`config.mk`:
```
export PLATFORM = sky130hd
export DESIGN_NAME = frame_sync_realign
export DESIGN_NICKNAME = d
export VERILOG_FILES = /design/src/verilog/frame_sync_pkg.sv /design/src/verilog/sample_if.sv /design/src/verilog/align_sampler.sv /design/src/verilog/align_qualifier.sv /design/src/verilog/frame_sync_realign.sv
export SDC_FILE = /design/constraint.sdc
export NUM_CORES = 1
export LEC_CHECK = 0
export BUFFER_PORTS_ARGS = -buffer_cell sky130_fd_sc_hd__buf_2
export CAP_MARGIN = 20
export CORE_AREA = 2 2 120 122
export DETAILED_ROUTE_END_ITERATION = 8
export DIE_AREA = 0 0 122 124
export HOLD_SLACK_MARGIN = 0.1
export MAX_ROUTING_LAYER = met4
export PLACE_DENSITY = 0.72
export SLEW_MARGIN = 20
export SYNTH_ARGS = -nofsm -noshare
export SYNTH_HDL_FRONTEND = slang
export SYNTH_HIERARCHICAL = 1
export SYNTH_SLANG_ARGS = --single-unit
export TNS_END_PERCENT = 100
```
`constraint.sdc`:
```
create_clock -name clk_sys -period 4.43 [get_ports clk_sys]
set_input_delay 1.329 -clock clk_sys [delete_from_list [all_inputs] [get_ports clk_sys]]
set_output_delay 1.329 -clock clk_sys [all_outputs]
set_load 0.02 [all_outputs]
```
`src/verilog/frame_sync_pkg.sv`:
```
// Purpose: Shared constants for frame sync realignment
// Assumes: 125 MHz system clock, 8-bit register port
// Notes: Register layout and timing counts live here only
package frame_sync_pkg;

  // ***************************************
  // Register map
  // ***************************************
  localparam logic [7:0] ADDR_ALARM_A = 8'h08;
  localparam logic [7:0] ADDR_ALARM_B = 8'h09;
  localparam logic [7:0] ADDR_OUT_PATH = 8'h7a;
  localparam logic [7:0] ADDR_FS_CFG = 8'h7b;
  localparam logic [7:0] ADDR_WIN_CFG = 8'h7c;

  localparam int BIT_ALARM = 7;
  localparam int BIT_PRESENT = 0;
  localparam int BIT_PATH_SEL = 7;
  localparam int BIT_INDEP = 7;
  localparam int BIT_RES_SEL = 6;
  localparam int BIT_OPT_RESYNC = 5;
  localparam int OFS_LSB = 0;
  localparam int WIN_LSB = 4;

  localparam logic [7:0] RST_OUT_PATH = 8'h00;
  localparam logic [7:0] RST_FS_CFG = 8'h01;
  localparam logic [7:0] RST_WIN_CFG = 8'h30;
  localparam logic [7:0] MASK_OUT_PATH = 8'h80;
  localparam logic [7:0] MASK_FS_CFG = 8'he3;
  localparam logic [7:0] MASK_WIN_CFG = 8'h70;

  // ***************************************
  // Sampling and frame timing
  // ***************************************
  localparam int CNT_W = 16;
  localparam logic [CNT_W-1:0] FRAME_TICKS_6M48 = 16'd810;
  localparam logic [CNT_W-1:0] FRAME_TICKS_19M44 = 16'd2430;
  localparam logic [CNT_W-1:0] FRAME_TICKS_38M88 = 16'd4860;
  localparam logic [1:0] MF_LAST = 2'h3;
  localparam logic [1:0] MF_HIGH_FROM = 2'h2;
  localparam int HIST_W = 6;

endpackage

```
`src/verilog/sample_if.sv`:
```
// Purpose: Carries sampled alignment input between sub-blocks
// Assumes: One clock domain, clk_sys
// Notes: tick marks one sampling-resolution step
`timescale 1ns/1ns
`default_nettype none
interface sample_if;
  logic tick;
  logic fall;
  modport src (output tick, output fall);
  modport dst (input tick, input fall);
endinterface
`default_nettype wire

```
`src/verilog/align_sampler.sv`:
```
// Purpose: Samples the alignment input at reference clock edges
// Assumes: Reference clock well below half of clk_sys
// Notes: Emits one tick per resolution step with falling-edge flag
`timescale 1ns/1ns
`default_nettype none
module align_sampler #(
  parameter logic [3:0] DIV_LOW = 4'd3,
  parameter logic [3:0] DIV_HIGH = 4'd2
) (
  // Clock and reset
  input wire logic clk_sys,
  input wire logic sys_rst,
  // Pins
  input wire logic ref_clk_in,
  input wire logic frame_align_input,
  // Configuration
  input wire logic [1:0] offset_sel,
  input wire logic res_sel,
  input wire logic ref_is_19m44,
  // Sample stream
  sample_if.src smp
);
  import frame_sync_pkg::*;

  typedef struct packed {
    logic ref_s1;
    logic ref_s2;
    logic ref_s3;
    logic pin_s1;
    logic pin_s2;
    logic [HIST_W-1:0] hist;
    logic [3:0] div;
    logic last;
    logic tick;
    logic fall;
  } state_type;

  state_type r_reg, r_next;
  logic rise_e, any_e, bit_now;
  logic [3:0] div_max;

  // Half-cycle history slot per offset setting
  function automatic logic pick(input logic [HIST_W-1:0] h,
                                input logic [1:0] ofs);
    logic v;
    v = h[4];
    unique case (ofs)
      2'h0: v = h[5];
      2'h1: v = h[4];
      2'h2: v = h[3];
      2'h3: v = h[1];
    endcase
    return v;
  endfunction

  always_comb
  begin
    r_next = r_reg;
    r_next.ref_s1 = ref_clk_in;
    r_next.ref_s2 = r_reg.ref_s1;
    r_next.ref_s3 = r_reg.ref_s2;
    r_next.pin_s1 = frame_align_input;
    r_next.pin_s2 = r_reg.pin_s1;
    rise_e = r_reg.ref_s2 & ~r_reg.ref_s3;
    any_e = r_reg.ref_s2 ^ r_reg.ref_s3;
    // Resolution: low 6.48 MHz; high 19.44 or 38.88 MHz
    if (!res_sel)
      div_max = DIV_LOW - 4'd1;
    else if (ref_is_19m44)
      div_max = 4'd0;
    else
      div_max = DIV_HIGH - 4'd1;
    if (any_e)
      r_next.hist = {r_reg.hist[HIST_W-2:0], r_reg.pin_s2};
    r_next.tick = 1'b0;
    r_next.fall = 1'b0;
    bit_now = pick(r_reg.hist, offset_sel);
    if (rise_e)
    begin
      r_next.div = (r_reg.div >= div_max) ? 4'd0 : r_reg.div + 4'd1;
      if (r_reg.div >= div_max)
      begin
        r_next.tick = 1'b1;
        r_next.last = bit_now;
        r_next.fall = r_reg.last & ~bit_now;
      end
    end
  end

  always_ff @(posedge clk_sys or posedge sys_rst)
  begin
    if (sys_rst)
      r_reg <= '0;
    else
      r_reg <= r_next;
  end

  assign smp.tick = r_reg.tick;
  assign smp.fall = r_reg.fall;

endmodule
`default_nettype wire

```
`src/verilog/align_qualifier.sv`:
```
// Purpose: Qualifies alignment input frequency and phase
// Assumes: Ticks at the chosen sampling resolution
// Notes: Accepts intervals of one, two or four frames
`timescale 1ns/1ns
`default_nettype none
module align_qualifier #(
  parameter logic [3:0] CONFIRM_EDGES = 4'd2
) (
  // Clock and reset
  input wire logic clk_sys,
  input wire logic sys_rst,
  // Sample stream and setup
  sample_if.dst smp,
  input wire logic [15:0] frame_ticks,
  input wire logic [2:0] window,
  // Results
  output logic present,
  output logic fail_pulse,
  output logic accept_pulse,
  output logic is_mf_rate
);
  import frame_sync_pkg::*;

  typedef struct packed {
    logic [CNT_W-1:0] gap;
    logic [3:0] good;
    logic present;
    logic fail;
    logic accept;
    logic mf;
  } state_type;

  state_type r_reg, r_next;
  logic [CNT_W-1:0] tol;
  logic hit1, hit2, hit4;

  function automatic logic near(input logic [CNT_W-1:0] v,
                                input logic [CNT_W-1:0] t,
                                input logic [CNT_W-1:0] w);
    return (v + w >= t) && (v <= t + w);
  endfunction

  always_comb
  begin
    r_next = r_reg;
    r_next.fail = 1'b0;
    r_next.accept = 1'b0;
    tol = {13'h0, window} + 16'h1;
    hit1 = near(r_reg.gap, frame_ticks, tol);
    hit2 = near(r_reg.gap, frame_ticks << 1, tol);
    hit4 = near(r_reg.gap, frame_ticks << 2, tol);
    if (smp.tick)
      r_next.gap = r_reg.gap + 16'h1;
    if (smp.tick && smp.fall)
    begin
      r_next.gap = 16'h1;
      if (hit1 || hit2 || hit4)
      begin
        if (r_reg.good != CONFIRM_EDGES)
          r_next.good = r_reg.good + 4'h1;
        r_next.present = (r_reg.good + 4'h1 >= CONFIRM_EDGES);
        r_next.accept = r_next.present;
        r_next.mf = hit4;
      end
      else
      begin
        r_next.good = 4'h0;
        r_next.present = 1'b0;
        r_next.fail = 1'b1;
      end
    end
    else if (smp.tick && r_reg.gap > (frame_ticks << 2) + tol)
    begin
      r_next.gap = 16'h1;
      r_next.good = 4'h0;
      r_next.present = 1'b0;
      r_next.fail = 1'b1;
    end
  end

  always_ff @(posedge clk_sys or posedge sys_rst)
  begin
    if (sys_rst)
      r_reg <= '0;
    else
      r_reg <= r_next;
  end

  assign present = r_reg.present;
  assign fail_pulse = r_reg.fail;
  assign accept_pulse = r_reg.accept;
  assign is_mf_rate = r_reg.mf;

endmodule
`default_nettype wire

```
`src/verilog/frame_sync_realign.sv`:
```
// Purpose: Frame and multiframe sync realignment from alignment input
// Assumes: Reference clock and alignment input arrive as pins
// Notes: Register port is a simple 8-bit synchronous port
`timescale 1ns/1ns
`default_nettype none
module frame_sync_realign #(
  parameter logic [3:0] DIV_LOW = 4'd3,
  parameter logic [3:0] DIV_HIGH = 4'd2,
  parameter logic [3:0] CONFIRM_EDGES = 4'd2
) (
  // Clock and reset
  input wire logic clk_sys,
  input wire logic sys_rst,
  // Reference and alignment pins
  input wire logic ref_clk_in,
  input wire logic ref_is_19m44,
  input wire logic frame_align_input,
  // Register port
  input wire logic [7:0] reg_addr,
  input wire logic reg_wr,
  input wire logic [7:0] reg_wdata,
  input wire logic reg_rd,
  output logic [7:0] reg_rdata,
  // Sync outputs
  output logic frame_sync_out,
  output logic multiframe_sync_out,
  // Realignment commands to clock paths
  output logic hs_clock_realign,
  output logic optical_rate_divider_resync,
  output logic general_clock_sync_from_aux,
  // Status
  output logic align_alarm
);
  import frame_sync_pkg::*;

  // ***************************************
  // State
  // ***************************************
  typedef struct packed {
    logic [7:0] out_path_cfg;
    logic [7:0] fs_cfg;
    logic [7:0] win_cfg;
    logic alarm_a;
    logic alarm_b;
    logic [7:0] rdata;
    logic [CNT_W-1:0] frame_cnt;
    logic [1:0] mf_idx;
    logic fs_out;
    logic mfs_out;
    logic hs_realign;
    logic opt_resync;
    logic path_aux;
    logic alarm_out;
  } state_type;

  localparam state_type RESET_STATE = '{
    out_path_cfg: RST_OUT_PATH,
    fs_cfg: RST_FS_CFG,
    win_cfg: RST_WIN_CFG,
    alarm_a: 1'b0,
    alarm_b: 1'b0,
    rdata: 8'h00,
    frame_cnt: '0,
    mf_idx: 2'h0,
    fs_out: 1'b0,
    mfs_out: 1'b0,
    hs_realign: 1'b0,
    opt_resync: 1'b0,
    path_aux: 1'b0,
    alarm_out: 1'b0
  };

  state_type r_reg, r_next;

  // ***************************************
  // Configuration fields
  // ***************************************
  logic indep_mode;
  logic res_sel;
  logic opt_bit;
  logic [1:0] offset_sel;
  logic [2:0] window;
  logic [CNT_W-1:0] frame_ticks;
  logic [CNT_W-1:0] half_ticks;

  assign indep_mode = r_reg.fs_cfg[BIT_INDEP];
  assign res_sel = r_reg.fs_cfg[BIT_RES_SEL];
  assign opt_bit = r_reg.fs_cfg[BIT_OPT_RESYNC];
  assign offset_sel = r_reg.fs_cfg[OFS_LSB +: 2];
  assign window = r_reg.win_cfg[WIN_LSB +: 3];

  // Frame length in ticks follows the chosen resolution
  always_comb
  begin
    if (!res_sel)
      frame_ticks = FRAME_TICKS_6M48;
    else if (ref_is_19m44)
      frame_ticks = FRAME_TICKS_19M44;
    else
      frame_ticks = FRAME_TICKS_38M88;
    half_ticks = frame_ticks >> 1;
  end

  // ***************************************
  // Sampling and qualification
  // ***************************************
  sample_if smp_bus ();

  logic present;
  logic fail_pulse;
  logic accept_pulse;
  logic is_mf_rate;

  align_sampler #(
    .DIV_LOW(DIV_LOW),
    .DIV_HIGH(DIV_HIGH)
  ) u_sampler (
    .clk_sys(clk_sys),
    .sys_rst(sys_rst),
    .ref_clk_in(ref_clk_in),
    .frame_align_input(frame_align_input),
    .offset_sel(offset_sel),
    .res_sel(res_sel),
    .ref_is_19m44(ref_is_19m44),
    .smp(smp_bus.src)
  );

  align_qualifier #(
    .CONFIRM_EDGES(CONFIRM_EDGES)
  ) u_qualifier (
    .clk_sys(clk_sys),
    .sys_rst(sys_rst),
    .smp(smp_bus.dst),
    .frame_ticks(frame_ticks),
    .window(window),
    .present(present),
    .fail_pulse(fail_pulse),
    .accept_pulse(accept_pulse),
    .is_mf_rate(is_mf_rate)
  );

  // ***************************************
  // Register decode
  // ***************************************
  function automatic logic hit(input logic [7:0] a,
                               input logic [7:0] target);
    return a == target;
  endfunction

  function automatic logic [7:0] bit_at(input int pos, input logic v);
    logic [7:0] b;
    b = 8'h00;
    b[pos] = v;
    return b;
  endfunction

  logic wr_alarm_a;
  logic wr_alarm_b;

  assign wr_alarm_a = reg_wr && hit(reg_addr, ADDR_ALARM_A);
  assign wr_alarm_b = reg_wr && hit(reg_addr, ADDR_ALARM_B);

  // ***************************************
  // Next state
  // ***************************************
  logic frame_wrap;

  always_comb
  begin
    r_next = r_reg;
    frame_wrap = 1'b0;

    // Configuration writes
    if (reg_wr && hit(reg_addr, ADDR_OUT_PATH))
      r_next.out_path_cfg = reg_wdata & MASK_OUT_PATH;
    if (reg_wr && hit(reg_addr, ADDR_FS_CFG))
      r_next.fs_cfg = reg_wdata & MASK_FS_CFG;
    if (reg_wr && hit(reg_addr, ADDR_WIN_CFG))
      r_next.win_cfg = reg_wdata & MASK_WIN_CFG;

    // Write-one-to-clear; a new failure in the same cycle wins
    if (wr_alarm_a && reg_wdata[BIT_ALARM])
      r_next.alarm_a = 1'b0;
    if (wr_alarm_b && reg_wdata[BIT_ALARM])
      r_next.alarm_b = 1'b0;
    if (fail_pulse)
    begin
      r_next.alarm_a = 1'b1;
      r_next.alarm_b = 1'b1;
    end

    // Read data, unmapped addresses read zero
    if (reg_rd)
    begin
      r_next.rdata = 8'h00;
      if (hit(reg_addr, ADDR_ALARM_A))
        r_next.rdata = bit_at(BIT_ALARM, r_reg.alarm_a);
      if (hit(reg_addr, ADDR_ALARM_B))
        r_next.rdata = bit_at(BIT_ALARM, r_reg.alarm_b)
          | bit_at(BIT_PRESENT, present);
      if (hit(reg_addr, ADDR_OUT_PATH))
        r_next.rdata = r_reg.out_path_cfg;
      if (hit(reg_addr, ADDR_FS_CFG))
        r_next.rdata = r_reg.fs_cfg;
      if (hit(reg_addr, ADDR_WIN_CFG))
        r_next.rdata = r_reg.win_cfg;
    end

    // Free-running dividers, stepped at the sampling resolution
    if (smp_bus.tick)
    begin
      if (r_reg.frame_cnt >= frame_ticks - 16'h1)
      begin
        frame_wrap = 1'b1;
        r_next.frame_cnt = '0;
      end
      else
        r_next.frame_cnt = r_reg.frame_cnt + 16'h1;
    end
    // Multiframe position steps once per frame
    if (frame_wrap)
      r_next.mf_idx = r_reg.mf_idx + 2'h1;

    // Realignment only on confirmed input edges
    r_next.hs_realign = 1'b0;
    r_next.opt_resync = 1'b0;
    if (accept_pulse)
    begin
      r_next.frame_cnt = '0;
      // Faster inputs carry no multiframe position
      if (is_mf_rate)
        r_next.mf_idx = 2'h0;
      // Independent mode leaves every other clock alone
      r_next.hs_realign = !indep_mode;
      r_next.opt_resync = !indep_mode && opt_bit;
    end

    // Outputs fall when the frame counter restarts
    r_next.fs_out = (r_next.frame_cnt >= half_ticks);
    r_next.mfs_out = (r_next.mf_idx >= MF_HIGH_FROM);
    // Sync pins always use the primary path; only general outputs switch
    r_next.path_aux = r_reg.out_path_cfg[BIT_PATH_SEL];
    r_next.alarm_out = !present;
  end

  // ***************************************
  // Registers
  // ***************************************
  always_ff @(posedge clk_sys or posedge sys_rst)
  begin
    if (sys_rst)
      r_reg <= RESET_STATE;
    else
      r_reg <= r_next;
  end

  // ***************************************
  // Outputs
  // ***************************************
  assign reg_rdata = r_reg.rdata;
  assign frame_sync_out = r_reg.fs_out;
  assign multiframe_sync_out = r_reg.mfs_out;
  assign hs_clock_realign = r_reg.hs_realign;
  assign optical_rate_divider_resync = r_reg.opt_resync;
  assign general_clock_sync_from_aux = r_reg.path_aux;
  assign align_alarm = r_reg.alarm_out;

endmodule
`default_nettype wire

```
==> impl_metrics.toml <==
[outcome]
status = "completed"

[timing]
tightest_slew_ps = 941
fin_crit_ps = 4420
hold_violations = 0
worst_clock_skew_ps = 9.62
setup_viol = 0
finalMaxSlewViolations = 0
rsz0062_at_grt = "true"
max_freq_mhz = 226
finalCritPeriodShare = 0.997
whs_ps = 354
slew_headroom = 0.372
setup_slack_ps = 13.5

[grt]
grt_overflow = 0
grt_pass1_vias = 6108
grt_max_degree = 41
antenna_found_initial = 0
grt_pass1_wl_um = 29600
grt_use_total = 0.255

[layout]
fin_nets = 1117
largest_reg_flops = 24
diodes = 0
area_delta_synth_final_pct = 19.7
drive_gt1_frac = 0.210
fin_area_sq_mm = 0.00898

[critical_path]
cp_common_cell = "a21o_1"
critPathKind = "in2reg"
critical_path_arrival_ps = 4640
startpoint_type = "primary input"
path_delay_family = "simple AND/OR/NAND/NOR gates"
cp_cell_sequence = "buf_8 -> nand2b_4 -> buf_6 -> ha_4 -> a21o_1 -> a21oi_2 -> or3_4 -> nor2_4 -> xnor2_2 -> ha_1 -> nand4_1 -> or4_4 -> o221a_4 -> o32ai_4 -> a31oi_4 -> a21o_1 -> a22o_1"
required_ps = 4660
cp_slowest_stage_delay_ps = 550
worstSetupEndpointType = "flip-flop"
crit_buf_inv = 2
worstPathMaxFanout = 8
slowest_stage = "or4_4"

[logic_synthesis]
ys_seq_area_frac = 0.274
synth_seq_cells = 82
synth_cell_types = 70
ys.flop_type = "dfrtp_1"
async_flop_share = 1.00
avgSynthCellArea_sq_um = 8.96
syn-instance-count = 837
syn_area_sq_mm = 0.00750
synth-edff-count = 0
yosysWarnings = 6

[power]
netSwitchingFraction = 0.435
p_leak_uw = 0.00425
power_density_mw_per_mm2 = 474
clock_power_share = 0.174
peakVddDrop_mv = 0.334
switching_power_uw = 1850
p_int_uw = 2400
p_seq_frac = 0.295
p_comb_frac = 0.531

[placed_design]
io_buffer_count = 32
place_ws_ps = -381
placed_area_sq_mm = 0.00833
dp_hpwl_um = 14100
gp_congestion = 0.985

[hold_path]
hold_path_class = "reg2reg"

[die]
dieHeight_um = 124
rows = 43
core_sq_mm = 0.0137
die_w_um = 122
initial_utilization = 0.547
io_pins = 37
die_area_sq_mm = 0.0151

[detailed_routing]
vias = 6344
drc = 0
ant_nets = 0
avgRoutedWirePerCell_um = 15.8
dr.pass1.iters = 5
wl_um = 18000
drt_iter0_markers = 342
viasPerCell = 5.56

[clocking]
clkTransAtPathRegs_ps = 70
tritoncts.num_buffers = 9
postCtsHoldBufs = 0
cts.sinks = 82
root_buffer = "clkbuf_16"
insertion_delay_ps = 340
cts_tree = "done"
clockBufferDepth = 2
htree_num_levels = 3

[run]
maxCapViolations = 0
cell usage after synthesis (2+ instances only):
cell type	number	area, sq um
ha_1	133	1660
nor2_1	81	304
dfrtp_1	79	1980
nand2_1	65	244
a21oi_1	57	285
inv_1	57	214
xnor2_1	56	490
nand3_1	37	185
o21ai_0	31	155
nand4_1	28	175
xor2_1	26	228
mux2_2	17	191
a21o_1	14	105
clkbuf_1	12	45.0
nor2b_1	12	75.1
nand2b_1	10	62.6
buf_4	8	60.1
nor3_1	8	40.0
nor4_1	7	43.8
o22ai_1	7	43.8
a22oi_1	5	37.5
a31oi_1	5	31.3
and2_1	5	31.3
and3_1	4	25.0
fa_1	4	80.1
or3_1	4	25.0
and4b_1	3	30.0
buf_2	3	15.0
dfstp_2	3	78.8
nor3b_1	3	22.5
o211ai_1	3	22.5
o31ai_1	3	22.5
a2111o_1	2	22.5
a211oi_1	2	15.0
a221oi_1	2	17.5
and4_1	2	17.5
buf_6	2	22.5
conb_1	2	7.51
nand3b_1	2	15.0
nand4b_1	2	17.5
o21a_1	2	15.0
what timing repair did:
action | 4_1_cts | 5_1_grt
hold endpoints to repair | 0 | 0
setup buffers | 0 | 12
resized for setup | 4 | 53
endpoints found under the setup margin | 4 | 22
pin swaps | 0 | 33
per-layer routing:
layer	up-vias	track usage	wire (um)
met1	2991	0.340	8370
li1	3191	-	-
met3	30	0.0449	763
met5	-	-	0
met4	0	0.0697	330
met2	132	0.404	8530
power groups by stage:
stage	Combinational [uW]	Clock [uW]	Sequential, uW
final	2260	739	1250
after CTS	2140	752	1250
after floorplan	1560	0	1180
after global placement	2050	0	1250
after detailed placement	2110	0	1260
after global routing	2560	786	1290
final timing paths:
check                                               start                                 to  slack (ps)  cells past startpoint
setup / recovery                             ref_is_19m44   u_qualifier/r_reg[7]$_DFFE_PP0P_          10                     17
hold / removal             u_sampler/r_next[16]$_DFF_PP0_     u_sampler/r_next[15]$_DFF_PP0_         350                      0
setup reg to reg                    r_reg[38]$_DFFE_PP1P_   u_qualifier/r_reg[5]$_DFFE_PP0P_         230                     21
hold reg to reg            u_sampler/r_next[16]$_DFF_PP0_     u_sampler/r_next[15]$_DFF_PP0_         350                      0
max in group asynchronous                         sys_rst  u_qualifier/r_reg[20]$_DFFE_PP0P_        2630                      2
min in group asynchronous                         sys_rst     u_sampler/r_reg[3]$_DFFE_PP0P_        1090                      2
logic make-up (layout without fill, tap and decap cells):
group | count (synthesis) | count (layout) | synth area share
buffers and inverters | 83 | 182 | 0.0480
other | 2 | 28 | 0.00100
muxes | 19 | 19 | 0.0305
DFF | 82 | 82 | 0.274
xor gates and xnor gates | 82 | 82 | 0.0958
and+or+nand+nor | 280 | 280 | 0.185
adders and majority gates | 137 | 137 | 0.233
AOI/OAI and AO/OA | 152 | 152 | 0.133
through the flow:
stage | total power (uW) | cells | TNS (ps) | util
2_1_floorplan | 2730 | 863 | 0 | -
3_3_place_gp | 3300 | 1114 | -4090 | 0.607
3_5_place_dp | 3370 | 1114 | -5090 | 0.607
4_1_cts | 4140 | 1130 | 0 | 0.631
5_1_grt | 4640 | 1142 | -346 | 0.654
6_report | 4250 | 1142 | 0 | 0.654
cell usage in the layout (no fill, tap or decap), types with 4 or more instances in the layout:
master | synthesis | final
a21oi_1 | 57 | 53
nand4_1 | 28 | 28
a21oi_2 | 0 | 4
nor3_1 | 8 | 6
nor4_1 | 7 | 5
mux2_2 | 17 | 17
nor2b_1 | 12 | 12
inv_1 | 57 | 56
ha_1 | 133 | 129
a31oi_1 | 5 | 4
xor2_1 | 26 | 24
and2_1 | 5 | 5
buf_2 | 3 | 31
a22oi_1 | 5 | 4
clkbuf_16 | 0 | 9
buf_4 | 8 | 74
dfrtp_1 | 79 | 79
nand2_1 | 65 | 63
fa_2 | 0 | 4
o21ai_0 | 31 | 26
xnor2_1 | 56 | 54
nand3_1 | 37 | 33
conb_1 | 2 | 28
nor2_1 | 81 | 72
o21ai_1 | 1 | 5
and3_1 | 4 | 4
nand2b_1 | 10 | 9
nor2_2 | 0 | 6
o22ai_1 | 7 | 7
a21o_1 | 14 | 14
worst register-to-register path: cells and delay by family, from the launching register on:
| kind | cells | cell delay (ps) |
|---|---|---|
| AO/OA/AOI/OAI | 6 | 980 |
| adder cells (fa/ha/maj) | 3 | 730 |
| XOR/XNOR | 2 | 370 |
| buffers and inverters | 3 | 450 |
| AND/OR/NAND/NOR | 7 | 1000 |
| flip-flops | 1 | 560 |
area by class of cell:
type / count / area (sq um)
Clock inverter: 7 / 76.3
Multi-Input combinational cell: 698 / 5430
Inverter: 58 / 218
Fill cell: 1118 / 4740
Timing Repair Buffer: 108 / 748
Tap cell: 180 / 225
Clock buffer: 9 / 225
Sequential cell: 82 / 2060
(Power assumes the default switching activity.)
